--- src/design/failsafe_regs.vh ---
`ifndef FAILSAFE_REGS_VH
`define FAILSAFE_REGS_VH
// Functional notes
// - after reset control register is zero except mode bit 17 set (halt)
// - mode field bits 17:16 decode 00 off, 01 retry, 10 halt, 11 skip
// - off mode waits forever, never flags a fail-safe error or its interrupt
// - retry mode reissues the same local transfer when the timer expires
// - halt mode target-aborts all later transfers until interrupt cleared
// - skip mode drops current transfer and proceeds with the next one
// - timer count register reads live 16-bit count, reset 8400h
// - timer preload register is read/write, reset 8400h, loads the timer
// - discard count register reads live 16-bit count, reset 0000h
// - discard preload register is read/write, reset zero
// - 32-bit scratch register, zero after reset, no side effect
// - writing one to command bit 1 clears the fail-safe interrupt
// - autoclear (bit 18) clears interrupt on read of global activity upper word
// - writing one to command core-reset bit resets the protocol core
// - error when core handshake misses the programmable interval after request
// - interrupt raised on error when enable set and mode not off
// - discard timer expiry during pending delayed read sets bit 23 status

`define OFF_GLOBAL    12'h800
`define OFF_CONTROL   12'h804
`define OFF_FS_COUNT  12'h808
`define OFF_FS_PRE    12'h80C
`define OFF_DC_COUNT  12'h810
`define OFF_DC_PRE    12'h814
`define OFF_SCRATCH   12'h818
`define OFF_COMMAND   12'h81C

`define CTRL_RESET    32'h0002_0000
`define CTRL_MASK     32'hFFFF_0000
`define TIMER_RESET   16'h8400
`define DISCARD_RESET 16'h0000
`define GLOBAL_FIXED  32'h0100_0000

`define BIT_DRR_HOLD  31
`define BIT_CORE_IE   21
`define BIT_DISC_IE   20
`define BIT_FS_IE     19
`define BIT_AUTOCLR   18
`define MODE_HI       17
`define MODE_LO       16
`define BIT_DISCARD   23
`define BIT_FS_ERR    22
`define BIT_INT_ACT   31
`define BIT_CORE_INT  16
`define CMD_CLEAR     1
`define CMD_CORE_RST  0

`define MODE_OFF      2'b00
`define MODE_RETRY    2'b01
`define MODE_HALT     2'b10
`define MODE_SKIP     2'b11
`endif

--- src/design/failsafe_bridge.v ---
`include "failsafe_regs.vh"

module failsafe_bridge #(
	parameter TW = 16
) (
	input  wire        i_mclk,
	input  wire        i_reset,
	input  wire        i_ce,
	// register access, one-cycle strobes
	input  wire        i_reg_wr,
	input  wire        i_reg_rd,
	input  wire [11:0] i_reg_addr,
	input  wire [31:0] i_reg_wdata,
	output reg  [31:0] o_reg_rdata,
	output reg         o_reg_ack,
	// host-side transfer toward the core window
	input  wire        i_xfer_req,
	input  wire        i_xfer_delayed_rd,
	output wire        o_xfer_abort,
	output reg         o_xfer_done,
	output reg         o_xfer_skipped,
	// internal local bus to the protocol core
	output reg         o_core_strobe,
	input  wire        i_core_ack,
	input  wire        i_core_int,
	input  wire        i_master_retry,
	output reg         o_core_reset,
	output wire        o_irq
);
	localparam S_IDLE = 2'b00;
	localparam S_WAIT = 2'b01;

	reg [31:0]   control;
	reg [TW-1:0] fs_pre;
	reg [TW-1:0] fs_count;
	reg [TW-1:0] dc_pre;
	reg [TW-1:0] dc_count;
	reg [31:0]   scratch;
	reg          fs_err;
	reg          discard;
	reg          dc_run;
	reg [1:0]    state;
	reg [31:0]   next_rdata;

	wire [1:0] mode = control[`MODE_HI:`MODE_LO];
	wire wr_cmd = i_reg_wr && i_reg_addr == `OFF_COMMAND;
	wire clr_cmd = wr_cmd && i_reg_wdata[`CMD_CLEAR];
	wire clr_auto = i_reg_rd && i_reg_addr == `OFF_GLOBAL && control[`BIT_AUTOCLR];
	// timer reaching zero while waiting is the timeout
	wire timeout = state == S_WAIT && !i_core_ack && fs_count == {TW{1'b0}};
	wire fs_int = fs_err && control[`BIT_FS_IE];
	wire dc_int = discard && control[`BIT_DISC_IE];
	wire core_int = i_core_int && control[`BIT_CORE_IE];

	assign o_irq = fs_int | dc_int | core_int;
	wire halted = fs_err && mode == `MODE_HALT;
	// the transfer that timed out ends as skipped; only later ones are aborted
	assign o_xfer_abort = i_xfer_req && state == S_IDLE && halted && !o_xfer_skipped;

	always @* begin
		next_rdata = 32'h0000_0000;
		case (i_reg_addr)
		`OFF_GLOBAL: begin
			next_rdata = `GLOBAL_FIXED;
			next_rdata[`BIT_INT_ACT] = o_irq;
			next_rdata[`BIT_DISCARD] = discard;
			next_rdata[`BIT_FS_ERR] = fs_err;
			next_rdata[`BIT_CORE_INT] = i_core_int;
		end
		`OFF_CONTROL: next_rdata = control;
		`OFF_FS_COUNT: next_rdata[TW-1:0] = fs_count;
		`OFF_FS_PRE: next_rdata[TW-1:0] = fs_pre;
		`OFF_DC_COUNT: next_rdata[TW-1:0] = dc_count;
		`OFF_DC_PRE: next_rdata[TW-1:0] = dc_pre;
		`OFF_SCRATCH: next_rdata = scratch;
		default: next_rdata = 32'h0000_0000;
		endcase
	end

	// per-register write strobes
	wire          wr_control = i_reg_wr && i_reg_addr == `OFF_CONTROL;
	wire          wr_fs_pre  = i_reg_wr && i_reg_addr == `OFF_FS_PRE;
	wire          wr_dc_pre  = i_reg_wr && i_reg_addr == `OFF_DC_PRE;
	wire          wr_scratch = i_reg_wr && i_reg_addr == `OFF_SCRATCH;
	wire          fs_set     = timeout && mode != `MODE_OFF;
	wire          fs_clear   = clr_cmd || clr_auto;
	wire          dc_zero    = dc_count == {TW{1'b0}};
	wire          dc_armed   = dc_pre != {TW{1'b0}};
	wire          xfer_start = i_xfer_req && !halted;
	wire [TW-1:0] fs_dec     = fs_count - {{(TW-1){1'b0}}, 1'b1};
	wire [TW-1:0] dc_dec     = dc_count - {{(TW-1){1'b0}}, 1'b1};

	reg [31:0]   next_control;
	reg [TW-1:0] next_fs_pre;
	reg [TW-1:0] next_dc_pre;
	reg [31:0]   next_scratch;
	reg          next_fs_err;
	reg          next_discard;
	reg          next_dc_run;
	reg [TW-1:0] next_dc_count;
	reg [TW-1:0] next_fs_count;
	reg [1:0]    next_state;
	reg          next_strobe;
	reg          next_done;
	reg          next_skipped;
	reg          dc_start;
	reg          next_ack;
	reg          next_core_reset;

	// reserved low control bits dropped even if the host ignores them
	always @* begin
		next_control = control;
		next_fs_pre = fs_pre;
		next_dc_pre = dc_pre;
		next_scratch = scratch;
		if (wr_control)
			next_control = i_reg_wdata & `CTRL_MASK;
		if (wr_fs_pre)
			next_fs_pre = i_reg_wdata[TW-1:0];
		if (wr_dc_pre)
			next_dc_pre = i_reg_wdata[TW-1:0];
		if (wr_scratch)
			next_scratch = i_reg_wdata;
	end

	always @* begin
		next_ack = i_reg_wr | i_reg_rd;
		next_core_reset = wr_cmd && i_reg_wdata[`CMD_CORE_RST];
	end

	// set wins over a same-cycle clear so no timeout is lost
	always @* begin
		next_fs_err = fs_err;
		if (fs_set)
			next_fs_err = 1'b1;
		else if (fs_clear)
			next_fs_err = 1'b0;
	end

	// off mode parks at zero; retry keeps the strobe up and reloads
	always @* begin
		next_state = state;
		next_fs_count = fs_count;
		next_strobe = o_core_strobe;
		next_done = 1'b0;
		next_skipped = 1'b0;
		dc_start = 1'b0;
		case (state)
		S_IDLE: begin
			if (xfer_start) begin
				next_fs_count = fs_pre;
				next_strobe = 1'b1;
				next_state = S_WAIT;
			end
		end
		S_WAIT: begin
			if (i_core_ack) begin
				next_strobe = 1'b0;
				next_done = 1'b1;
				next_state = S_IDLE;
				dc_start = i_xfer_delayed_rd;
			end else if (timeout) begin
				case (mode)
				`MODE_RETRY: next_fs_count = fs_pre;
				`MODE_HALT, `MODE_SKIP: begin
					next_strobe = 1'b0;
					next_skipped = 1'b1;
					next_state = S_IDLE;
				end
				default: next_fs_count = fs_count;
				endcase
			end else begin
				next_fs_count = fs_dec;
			end
		end
		default: next_state = S_IDLE;
		endcase
	end

	// zero preload means never expire, the compliant default
	always @* begin
		next_dc_run = dc_run;
		next_dc_count = dc_count;
		next_discard = discard;
		if (dc_start) begin
			next_dc_run = 1'b1;
			next_dc_count = dc_pre;
		end
		if (dc_run) begin
			if (i_master_retry)
				next_dc_run = 1'b0;
			else if (dc_armed && dc_zero) begin
				next_dc_run = 1'b0;
				next_discard = 1'b1;
			end else if (!dc_zero)
				next_dc_count = dc_dec;
		end
	end

	// configuration registers
	always @(posedge i_mclk or posedge i_reset) begin
		if (i_reset) begin
			control <= `CTRL_RESET;
		end else if (i_ce) begin
			control <= next_control;
		end
	end

	always @(posedge i_mclk or posedge i_reset) begin
		if (i_reset) begin
			fs_pre <= `TIMER_RESET;
		end else if (i_ce) begin
			fs_pre <= next_fs_pre;
		end
	end

	always @(posedge i_mclk or posedge i_reset) begin
		if (i_reset) begin
			dc_pre <= `DISCARD_RESET;
		end else if (i_ce) begin
			dc_pre <= next_dc_pre;
		end
	end

	always @(posedge i_mclk or posedge i_reset) begin
		if (i_reset) begin
			scratch <= 32'h0000_0000;
		end else if (i_ce) begin
			scratch <= next_scratch;
		end
	end

	// bus answer
	always @(posedge i_mclk or posedge i_reset) begin
		if (i_reset) begin
			o_reg_rdata <= 32'h0000_0000;
		end else if (i_ce && i_reg_rd) begin
			o_reg_rdata <= next_rdata;
		end
	end

	always @(posedge i_mclk or posedge i_reset) begin
		if (i_reset) begin
			o_reg_ack <= 1'b0;
		end else if (i_ce) begin
			o_reg_ack <= next_ack;
		end
	end

	always @(posedge i_mclk or posedge i_reset) begin
		if (i_reset) begin
			o_core_reset <= 1'b0;
		end else if (i_ce) begin
			o_core_reset <= next_core_reset;
		end
	end

	// fail-safe status
	always @(posedge i_mclk or posedge i_reset) begin
		if (i_reset) begin
			fs_err <= 1'b0;
		end else if (i_ce) begin
			fs_err <= next_fs_err;
		end
	end

	always @(posedge i_mclk or posedge i_reset) begin
		if (i_reset) begin
			discard <= 1'b0;
		end else if (i_ce) begin
			discard <= next_discard;
		end
	end

	// transfer sequencer
	always @(posedge i_mclk or posedge i_reset) begin
		if (i_reset) begin
			state <= S_IDLE;
		end else if (i_ce) begin
			state <= next_state;
		end
	end

	always @(posedge i_mclk or posedge i_reset) begin
		if (i_reset) begin
			fs_count <= `TIMER_RESET;
		end else if (i_ce) begin
			fs_count <= next_fs_count;
		end
	end

	always @(posedge i_mclk or posedge i_reset) begin
		if (i_reset) begin
			o_core_strobe <= 1'b0;
		end else if (i_ce) begin
			o_core_strobe <= next_strobe;
		end
	end

	always @(posedge i_mclk or posedge i_reset) begin
		if (i_reset) begin
			o_xfer_done <= 1'b0;
		end else if (i_ce) begin
			o_xfer_done <= next_done;
		end
	end

	always @(posedge i_mclk or posedge i_reset) begin
		if (i_reset) begin
			o_xfer_skipped <= 1'b0;
		end else if (i_ce) begin
			o_xfer_skipped <= next_skipped;
		end
	end

	// discard timer
	always @(posedge i_mclk or posedge i_reset) begin
		if (i_reset) begin
			dc_run <= 1'b0;
		end else if (i_ce) begin
			dc_run <= next_dc_run;
		end
	end

	always @(posedge i_mclk or posedge i_reset) begin
		if (i_reset) begin
			dc_count <= `DISCARD_RESET;
		end else if (i_ce) begin
			dc_count <= next_dc_count;
		end
	end
endmodule

--- config.mk ---
export PLATFORM = sky130hd
export DESIGN_NAME = failsafe_bridge
export DESIGN_NICKNAME = d
export VERILOG_FILES = /design/src/design/failsafe_bridge.v
export VERILOG_INCLUDE_DIRS = /design/src /design/src/design
export SDC_FILE = /design/constraint.sdc
export NUM_CORES = 1
export LEC_CHECK = 0
export BUFFER_PORTS_ARGS = -buffer_cell sky130_fd_sc_hd__buf_2
export CAP_MARGIN = 0
export CORE_MARGIN = 5
export CORE_UTILIZATION = 45
export DETAILED_ROUTE_END_ITERATION = 6
export PLACE_DENSITY = 0.67
export REMOVE_ABC_BUFFERS = 1
export SLEW_MARGIN = 15
export SYNTH_ARGS = -nofsm -noshare
export SYNTH_HDL_FRONTEND = slang
export SYNTH_SLANG_ARGS = --single-unit
export TNS_END_PERCENT = 50
--- constraint.sdc ---
create_clock -name i_mclk -period 3.9 [get_ports i_mclk]
set_input_delay 0.195 -clock i_mclk [delete_from_list [all_inputs] [get_ports i_mclk]]
set_output_delay 0.195 -clock i_mclk [all_outputs]
set_load 0.05 [all_outputs]
==> impl_metrics.env, run 1 <==
export IMPL_status="finished with violations"
export IMPL_tritoncts="done"
export IMPL_finalSetupViolCount=0
export IMPL_cts_setup_buffers=0
export IMPL_io_pins=93
export IMPL_leakage_nw=4.26
export IMPL_worstPathCellList="inv_1 -> ha_1 -> nor4b_1 -> and4_1 -> nor2_1 -> nand3_1 -> o311ai_1"
export IMPL_max_freq_mhz=390
export IMPL_hold_violations=47
export IMPL_worst_hold_slack_ns=-0.0388
export IMPL_p_per_area_nw_per_um2=503
export IMPL_async_flop_share_pct=100
export IMPL_critPathSlowestCell="nor2_1"
export IMPL_ys_seq_area_share_pct=48.8
export IMPL_synth_edf_count=0
export IMPL_dp_cells=994
export IMPL_drive_above_1_share_pct=26.8
export IMPL_ys_dominant_reg_cell="dfrtp_1"
export IMPL_first_pass_iters=5
export IMPL_r2r_start="dc_count[0]$_DFFE_PP0P_"
export IMPL_yosysTopAreaCell="dfrtp_1"
export IMPL_min_path_type="primary input to async pin"
export IMPL_slew_headroom_pct=31.0
export IMPL_die_y_um=142
export IMPL_period_share_pct=65.7
export IMPL_numCtsBuffers=17
export IMPL_routedLengthMet1_mm=9.60
export IMPL_antenna_found_initial=0
export IMPL_worst_endpoint_required_ns=4.23
export IMPL_die_area_um2=20100
export IMPL_wl_met2_mm=10.1
export IMPL_syn_to_final_growth_pct=16.8
export IMPL_synthTopCellsByArea="dfrtp_1 47%, mux2_2 8.2%, mux2_1 5.9%, nand2_1 3.3%, o21ai_0 3.2%"
export IMPL_core_um2=17200
export IMPL_ctsResizeCount=0
export IMPL_n_antenna_cell=0
export IMPL_rsz0062_at_grt="false"
export IMPL_fin_nets=859
export IMPL_grt_max_degree=106
export IMPL_gr_usage_all_layers_pct=22.4
export IMPL_violations="hold timing"
export IMPL_crit_arrival_ns=2.89
export IMPL_dr_max_layer_used="met4"
export IMPL_stdcell_count=1039
export IMPL_wl_per_cell_um=21.2
export IMPL_skew_ns=0.00924
export IMPL_gp_congestion=0.913
export IMPL_worstMarginPinSlew_ns=1.03
export IMPL_drv_slew=0
export IMPL_drt_total_wl_mm=22.1
export IMPL_wl_met3_mm=1.69
export IMPL_die_x_um=142
export IMPL_path_buf_inv=1
export IMPL_cp_max_fo=12
export IMPL_ys_warnings_count=0
export IMPL_dpl_hpwl_mm=15.7
export IMPL_ir_drop_mv=0.301
export IMPL_ant_nets=0
export IMPL_worstSetupEndpointType="flip-flop"
export IMPL_path_class="flip-flop to flip-flop"
export IMPL_syn_cell_area_um2=7800
export IMPL_htree_levels=4
export IMPL_final_core_util_pct=53.0
export IMPL_totalPowerFinal_mw=4.59
export IMPL_numClockSinks=152
export IMPL_cts_root_buffer="clkbuf_16"
export IMPL_grt_pass1_wl_mm=35.2
export IMPL_drc=0
export IMPL_cts_buffer_depth=2
export IMPL_min_period_ns=2.56
export IMPL_yosysUniqueCellTypes=73
export IMPL_clk_pin_slew_ns=0.07
export IMPL_grt_pass1_vias=6419
export IMPL_slowest_delay_ns=0.78
export IMPL_overflow=0
export IMPL_cp_start_kind="flip-flop"
export IMPL_synth_top_area_share_pct=47.1
export IMPL_avgSynthCellArea_um2=11.0
export IMPL_ys_ff_latch=152
export IMPL_io_buffers=92
export IMPL_start_util_pct=45.4
export IMPL_viasPerCell=6.17
export IMPL_synthCells=712
export IMPL_crit_family="simple AND/OR/NAND/NOR gates"
export IMPL_placementRows=48
export IMPL_first_iter_violations=609
export IMPL_clk_latency_ns=0.43
export IMPL_cap_viol_max_count=0
export IMPL_num_vias=6408
export IMPL_crit_start="dc_count[0]$_DFFE_PP0P_"
==> cell type report <==
cell class                 count  area [um^2]
sequential                   152         3810
clock inverter                15          171
multi-input combinational    501         3690
fill                        1511         8070
timing repair buffer         113          663
clock buffer                  17          425
inverter                      16         65.1
tap                          225          282
==> cells by family after synthesis <==
group / share of synthesized area [%]
AO/OA/AOI/OAI: 15.8
adder cells (fa/ha/maj): 0.641
buffers and inverters: 3.86
flip-flops: 48.8
multiplexers: 16.5
AND/OR/NAND/NOR: 14.5
==> power by group <==
group	switching, mW	total [mW]	internal [mW]	leakage, nW
combinational	0.607	0.991	0.384	1.90
clock	0.784	1.65	0.869	0.295
sequential	0.237	1.94	1.71	2.06
==> metal layers <==
metal / vias to the layer above / GRT usage, %
met3: 52 / 4.45
met2: 314 / 35.0
li1: 2854 / -
met4: 0 / 8.54
met1: 3188 / 30.8
met5: - / 0
==> sequential cells by signal (all words and copies together) (netlist names), 16 cells and up <==
| name | cells |
|---|---|
| control | 16 |
| dc_count | 16 |
| dc_pre | 16 |
| fs_count | 16 |
| fs_pre | 16 |
| o_reg_rdata | 32 |
| scratch | 32 |
==> Yosys cell counts, types with 8 or more instances <==
| master | count |
|---|---|
| a21oi_1 | 16 |
| a222oi_1 | 12 |
| a22o_1 | 9 |
| a22oi_1 | 20 |
| buf_2 | 10 |
| buf_6 | 8 |
| clkbuf_1 | 18 |
| dfrtp_1 | 147 |
| inv_1 | 16 |
| mux2_1 | 41 |
| mux2_2 | 57 |
| mux2i_1 | 18 |
| nand2_1 | 69 |
| nand3_1 | 18 |
| nor2_1 | 28 |
| nor3_1 | 17 |
| nor4_1 | 17 |
| o21ai_0 | 50 |
| o21ai_1 | 24 |
| o2bb2ai_1 | 13 |
==> worst paths after layout <==
check                           cells after the start  slack [ns]                          end
worst max register to register                      7        1.34     dc_count[15]$_DFFE_PP0P_
worst min register to register                      2        0.48   o_reg_rdata[2]$_DFFE_PP0P_
worst min-delay path                                2       -0.04   o_xfer_skipped$_DFFE_PP0P_
min in group i_mclk                                 2        0.02      scratch[27]$_DFFE_PP0P_
worst max-delay path                                7        1.34     dc_count[15]$_DFFE_PP0P_
max in group asynchronous                           3        3.11  o_reg_rdata[22]$_DFFE_PP0P_
==> metrics by stage <==
stage | setup WS, ns | area [um^2] | TNS (ns) | hold slack, ns
floorplan | -0.380 | 7560 | -55.83 | 0.280
global placement | 1.27 | 8380 | 0 | 0.432
detailed placement | 1.18 | 8380 | 0 | 0.432
CTS | 1.42 | 9110 | 0 | 0.00237
global route | 1.14 | 9110 | 0 | 0.00190
finish | 1.34 | 9110 | 0 | -0.0388
==> cell usage in the layout (no fill, tap or decap), drive strengths merged, types with 17 or more instances in the layout <==
| cell | instances |
|---|---|
| nor2 | 30 |
| nor4 | 20 |
| nand3 | 19 |
| clkbuf | 17 |
| inv | 27 |
| dfrtp | 147 |
| a21oi | 17 |
| mux2i | 18 |
| a22oi | 20 |
| nor3 | 20 |
| mux2 | 98 |
| nand2 | 70 |
| buf | 100 |
| o21ai | 74 |
==> what timing repair did <==
item | in CTS | in global routing
endpoints found under the setup margin | 0 | 0
hold buffers | 13 | 0
endpoints found under the hold margin | 22 | 0
==> worst register-to-register path: stages, from the launching register on <==
cell	delay, ns
dfrtp_1	0.42
inv_1	0.09
ha_1	0.20
nor4b_1	0.16
and4_1	0.31
nor2_1	0.78
nand3_1	0.21
o311ai_1	0.29
Note: power is estimated with default switching activity, not from simulation.
==> inputs of run 2 (changes only) <==
==> constraint.sdc (replaced) <==
create_clock -name i_mclk -period 2.1 [get_ports i_mclk]
set_input_delay 0.105 -clock i_mclk [delete_from_list [all_inputs] [get_ports i_mclk]]
set_output_delay 0.105 -clock i_mclk [all_outputs]
set_load 0.05 [all_outputs]
==> impl_metrics.env, run 2 (synthesis results as in run 1) <==
export IMPL_status="completed"
export IMPL_clk_pin_slew_ns=0.07
export IMPL_num_vias=6662
export IMPL_die_y_um=142
export IMPL_min_period_ns=2.08
export IMPL_worstSetupEndpointType="flip-flop"
export IMPL_syn_to_final_growth_pct=26.7
export IMPL_die_area_um2=20100
export IMPL_layout_common_cells="146 x dfrtp_1, 92 x buf_2, 68 x nand2_1"
export IMPL_cap_viol_max_count=0
export IMPL_tritoncts="done"
export IMPL_ant_nets=0
export IMPL_use_met3_pct=5.70
export IMPL_grt_util_met1_pct=32.2
export IMPL_worst_hold_slack_ns=0.0323
export IMPL_wl_per_cell_um=20.9
export IMPL_hold_violations=0
export IMPL_first_pass_iters=6
export IMPL_r2r_start="dc_count[7]$_DFFE_PP0P_"
export IMPL_drv_slew=0
export IMPL_grt_pass1_wl_mm=37.2
export IMPL_numClockSinks=152
export IMPL_viasPerCell=5.96
export IMPL_io_pins=93
export IMPL_dp_cells=1050
export IMPL_worst_endpoint_required_ns=2.42
export IMPL_gr_usage_all_layers_pct=23.6
export IMPL_grt_pass1_vias=6806
export IMPL_dp_slack_ns=-0.0598
export IMPL_crit_arrival_ns=2.40
export IMPL_dpl_hpwl_mm=17.0
export IMPL_reg_largest_list="o_reg_rdata: 32 flops, scratch: 32 flops"
export IMPL_antenna_found_initial=0
export IMPL_core_um2=17200
export IMPL_place_area_um2=8890
export IMPL_hold_depth=3
export IMPL_worstMarginPinSlew_ns=0.809
export IMPL_cts_root_buffer="clkbuf_16"
export IMPL_io_buffers=92
export IMPL_rsz0062_at_grt="false"
export IMPL_cp_start_kind="flip-flop"
export IMPL_period_share_pct=99.1
export IMPL_leakage_nw=4.65
export IMPL_cts_buffer_depth=2
export IMPL_htree_levels=4
export IMPL_first_iter_violations=608
export IMPL_path_class="flip-flop to flip-flop"
export IMPL_final_setup_worst_slack_ns=0.0198
export IMPL_use_met2_pct=37.7
export IMPL_clk_latency_ns=0.43
export IMPL_design_area_um2=9890
export IMPL_start_util_pct=45.4
export IMPL_max_freq_mhz=481
export IMPL_drive_above_1_share_pct=31.7
export IMPL_numCtsBuffers=17
export IMPL_slew_headroom_pct=45.9
export IMPL_gr_max_usage_layer="met2"
export IMPL_fillers=1473
export IMPL_skew_ns=0.00994
export IMPL_placementRows=48
export IMPL_grt_max_degree=54
export IMPL_die_x_um=142
export IMPL_cp_max_fo=4
export IMPL_stdcell_count=1117
export IMPL_ir_drop_mv=0.585
export IMPL_crit_start="dc_count[7]$_DFFE_PP0P_"
export IMPL_cts_setup_buffers=0
export IMPL_drt_total_wl_mm=23.3
export IMPL_finalSetupViolCount=0
export IMPL_worstHoldStart="i_core_ack"
export IMPL_p_per_area_nw_per_um2=909
export IMPL_gp_congestion=0.922
export IMPL_fin_nets=937
export IMPL_mostFrequentLayoutCell="dfrtp_1"
export IMPL_overflow=0
export IMPL_drc=0
export IMPL_min_path_type="primary input to flip-flop"
export IMPL_n_antenna_cell=0
export IMPL_reg2reg_depth=5
-- run 2: cell types whose count changed in the layout (fill, tap and decap cells not counted), moves of 2 or more --
cell / before / now
buf_12: 1 / 8
buf_4: 7 / 55
clkinv_4: 1 / 3
clkinv_8: 3 / 0
dlygate4sd3_1: 13 / 35
inv_1: 15 / 13
inv_2: 0 / 2
inv_6: 5 / 7
inv_8: 7 / 3
-- run 2: stage by stage --
step | setup TNS, ns | util (%) | total power, mW
2_1_floorplan | -325.03 | - | 4.83
3_3_place_gp | -0.0671 | 51.8 | 5.75
3_5_place_dp | -0.221 | 51.8 | 5.81
4_1_cts | 0 | 57.3 | 8.94
5_1_grt | 0 | 57.6 | 9.40
6_report | 0 | 57.6 | 8.99
-- run 2: worst max-delay path: stages (launching register included) --
cell,delay (ns)
dfrtp_1,0.39
nor4_1,0.50
nand4_1,0.30
a21oi_2,0.25
nand2_1,0.20
o221a_2,0.33
-- run 2: metal layers --
metal | vias to the layer above | wire length [um]
li1 | 3024 | -
met1 | 3313 | 10100
met2 | 291 | 11000
met3 | 34 | 1740
met4 | 0 | 444
met5 | - | 0
-- run 2: repair_timing --
action / CTS / global route
resized for setup: 4 / 13
pin swaps: 1 / 3
endpoints found under the setup margin: 12 / 20
endpoints found under the hold margin: 121 / 0
hold buffers: 35 / 0
-- run 2: final timing paths --
check | to | slack, ns
worst max-delay path | dc_count[1]$_DFFE_PP0P_ | 0.02
worst min register to register | o_reg_rdata[5]$_DFFE_PP0P_ | 0.48
min in group asynchronous | scratch[28]$_DFFE_PP0P_ | 0.24
max in group asynchronous | fs_count[15]$_DFFE_PP1P_ | 1.19
worst min-delay path | o_xfer_done$_DFFE_PP0P_ | 0.03
worst max register to register | dc_count[1]$_DFFE_PP0P_ | 0.02
-- run 2: report_power, final --
group | leakage [nW] | switching [mW] | internal [mW] | total, mW
Clock | 0.285 | 1.37 | 1.68 | 3.05
Combinational | 2.31 | 1.40 | 1.08 | 2.47
Sequential | 2.06 | 0.294 | 3.17 | 3.47
Total | 4.65 | 3.06 | 5.93 | 8.99
-- run 2: layout make-up --
class / instances / area [um^2] / area share, %
clock buffers: 17 / 425 / 4.30
clock inverters: 15 / 155 / 1.57
inverters: 16 / 65.1 / 0.658
multi-input cells: 501 / 3750 / 38.0
flip-flops and latches: 152 / 3810 / 38.5
well taps: 225 / 282 / 2.85
repair buffers: 191 / 1400 / 14.1
==> inputs of run 3 (changes only) <==
--- a/config.mk
+++ b/config.mk
@@ -6,7 +6,7 @@
 export SDC_FILE = /design/constraint.sdc
 export NUM_CORES = 1
 export LEC_CHECK = 0
-export BUFFER_PORTS_ARGS = -buffer_cell sky130_fd_sc_hd__buf_2
+export BUFFER_PORTS_ARGS = -buffer_cell sky130_fd_sc_hd__clkbuf_2
 export CAP_MARGIN = 0
 export CORE_MARGIN = 5
 export CORE_UTILIZATION = 45
==> impl_metrics.env, run 3 (synthesis results as in run 1) <==
export IMPL_path_class="flip-flop to flip-flop"
export IMPL_leakage_nw=4.69
export IMPL_io_pins=93
export IMPL_pwr_share_comb_pct=27.9
export IMPL_period_share_pct=97.1
export IMPL_final_setup_worst_slack_ns=0.0610
export IMPL_clk_latency_ns=0.44
export IMPL_clk_pin_slew_ns=0.07
export IMPL_gr_usage_all_layers_pct=23.8
export IMPL_drv_slew=0
export IMPL_numCtsBuffers=17
export IMPL_cp_max_fo=10
export IMPL_path_buf_inv=2
export IMPL_crit_family="simple AND/OR/NAND/NOR gates"
export IMPL_crit_cells=7
export IMPL_p_int_mw=6.26
export IMPL_cp_start_kind="flip-flop"
export IMPL_placementRows=48
export IMPL_worstPathCellList="inv_1 -> ha_1 -> nor4b_2 -> and4_1 -> buf_6 -> or4_4 -> a31o_2"
export IMPL_tritoncts="done"
export IMPL_p_sw_mw=3.01
export IMPL_gp_congestion=0.878
export IMPL_rsz0062_at_grt="true"
export IMPL_numClockSinks=152
export IMPL_slowest_delay_ns=0.52
export IMPL_n_antenna_cell=0
export IMPL_finalSetupViolCount=0
export IMPL_drt_total_wl_mm=23.6
export IMPL_seqPwrFrac_pct=37.2
export IMPL_worstMarginPinSlew_ns=0.895
export IMPL_first_pass_iters=5
export IMPL_hold_violations=0
export IMPL_worst_endpoint_required_ns=2.43
export IMPL_dp_slack_ns=-0.123
export IMPL_worstSetupEndpointType="flip-flop"
export IMPL_die_area_um2=20100
export IMPL_crit_arrival_ns=2.37
export IMPL_hold_depth=2
export IMPL_overflow=0
export IMPL_mostFrequentLayoutCell="dfrtp_1"
export IMPL_dpl_hpwl_mm=17.3
export IMPL_htree_levels=4
export IMPL_p_per_area_nw_per_um2=928
export IMPL_grt_pass1_wl_mm=37.4
export IMPL_reg_largest_list="o_reg_rdata: 32 flops, scratch: 32 flops"
export IMPL_min_period_ns=2.04
export IMPL_cap_viol_max_count=0
export IMPL_status="completed"
export IMPL_num_vias=6711
export IMPL_fin_nets=946
export IMPL_cts_buffer_depth=2
export IMPL_ant_nets=0
export IMPL_core_um2=17200
export IMPL_syn_to_final_growth_pct=28.0
export IMPL_max_freq_mhz=490
export IMPL_skew_ns=0.0108
export IMPL_min_path_type="primary input to flip-flop"
export IMPL_viasPerCell=5.96
export IMPL_die_y_um=142
export IMPL_critPathSlowestCell="or4_4"
export IMPL_layout_common_cells="147 x dfrtp_1, 92 x clkbuf_2, 68 x nand2_1"
export IMPL_slew_headroom_pct=40.2
export IMPL_grt_pass1_vias=6744
export IMPL_drive_above_1_share_pct=32.5
export IMPL_fillers=1442
export IMPL_start_util_pct=45.4
export IMPL_ir_drop_mv=0.639
export IMPL_cts_root_buffer="clkbuf_16"
export IMPL_grt_max_degree=52
export IMPL_antenna_found_initial=0
export IMPL_first_iter_violations=548
export IMPL_reg2reg_depth=7
export IMPL_final_core_util_pct=58.1
export IMPL_drc=0
export IMPL_die_x_um=142
export IMPL_wl_per_cell_um=21.0
export IMPL_pwr_share_clk_pct=35.0
export IMPL_io_buffers=92
export IMPL_switching_share_pct=32.5
-- run 3: layout make-up --
cell class	count	area, um^2	area share, %
sequential	152	3810	38.2
multi-input combinational	503	3760	37.7
timing repair buffer	198	1450	14.5
clock buffer	19	453	4.54
tap	225	282	2.82
clock inverter	13	166	1.67
inverter	16	65.1	0.652
-- run 3: stage by stage --
| stage | setup TNS (ns) | power, mW | cell area, um^2 | std cells | hold slack [ns] |
|---|---|---|---|---|---|
| final | 0 | 9.27 | 9990 | 1126 | 0.0100 |
| after global routing | -0.0183 | 9.67 | 9990 | 1126 | 0.00730 |
| after CTS | 0 | 9.22 | 9910 | 1121 | 0.00528 |
| after detailed placement | -1.06 | 5.90 | 8940 | 1056 | 0.170 |
| after global placement | -0.0692 | 5.84 | 8940 | 1056 | 0.167 |
| after floorplan | -325.03 | 4.83 | 7560 | 669 | 0.190 |
-- run 3: path summary, 6_finish.rpt --
check                                           start  slack, ns                    endpoint
setup / recovery              dc_count[0]$_DFFE_PP0P_       0.06    dc_count[10]$_DFFE_PP0P_
hold / removal                         i_reg_wdata[1]       0.01      scratch[1]$_DFFE_PP0P_
setup reg to reg              dc_count[0]$_DFFE_PP0P_       0.06    dc_count[10]$_DFFE_PP0P_
hold reg to reg            o_reg_rdata[5]$_DFFE_PP0P_       0.48  o_reg_rdata[5]$_DFFE_PP0P_
max in group asynchronous                     i_reset       1.12     dc_count[9]$_DFFE_PP0P_
min in group asynchronous                     i_reset       0.25  o_reg_rdata[5]$_DFFE_PP0P_
-- run 3: metal layers --
layer	global-route usage (%)	wire, um	up-vias	share of wire, %
met3	5.43	1690	23	7.1
met2	38.8	11300	293	48
met5	0	0	-	0
met1	32.8	10400	3351	44
li1	-	-	3044	-
met4	4.85	239	0	1.0
-- run 3: what timing repair did --
action / in CTS / in global routing
hold buffers: 33 / 0
gates resized for setup: 4 / 10
setup endpoints to repair: 18 / 29
cloned: 0 / 2
setup buffers: 0 / 3
pin swaps: 0 / 2
endpoints found under the hold margin: 121 / 0
-- run 3: power by group through the flow --
stage | clock (mW) | sequential [mW] | combinational, mW
global placement | 0 | 3.46 | 2.38
global route | 3.41 | 3.47 | 2.79
finish | 3.24 | 3.45 | 2.58
CTS | 3.28 | 3.44 | 2.50
detailed placement | 0 | 3.48 | 2.42
floorplan | 0 | 3.56 | 1.27
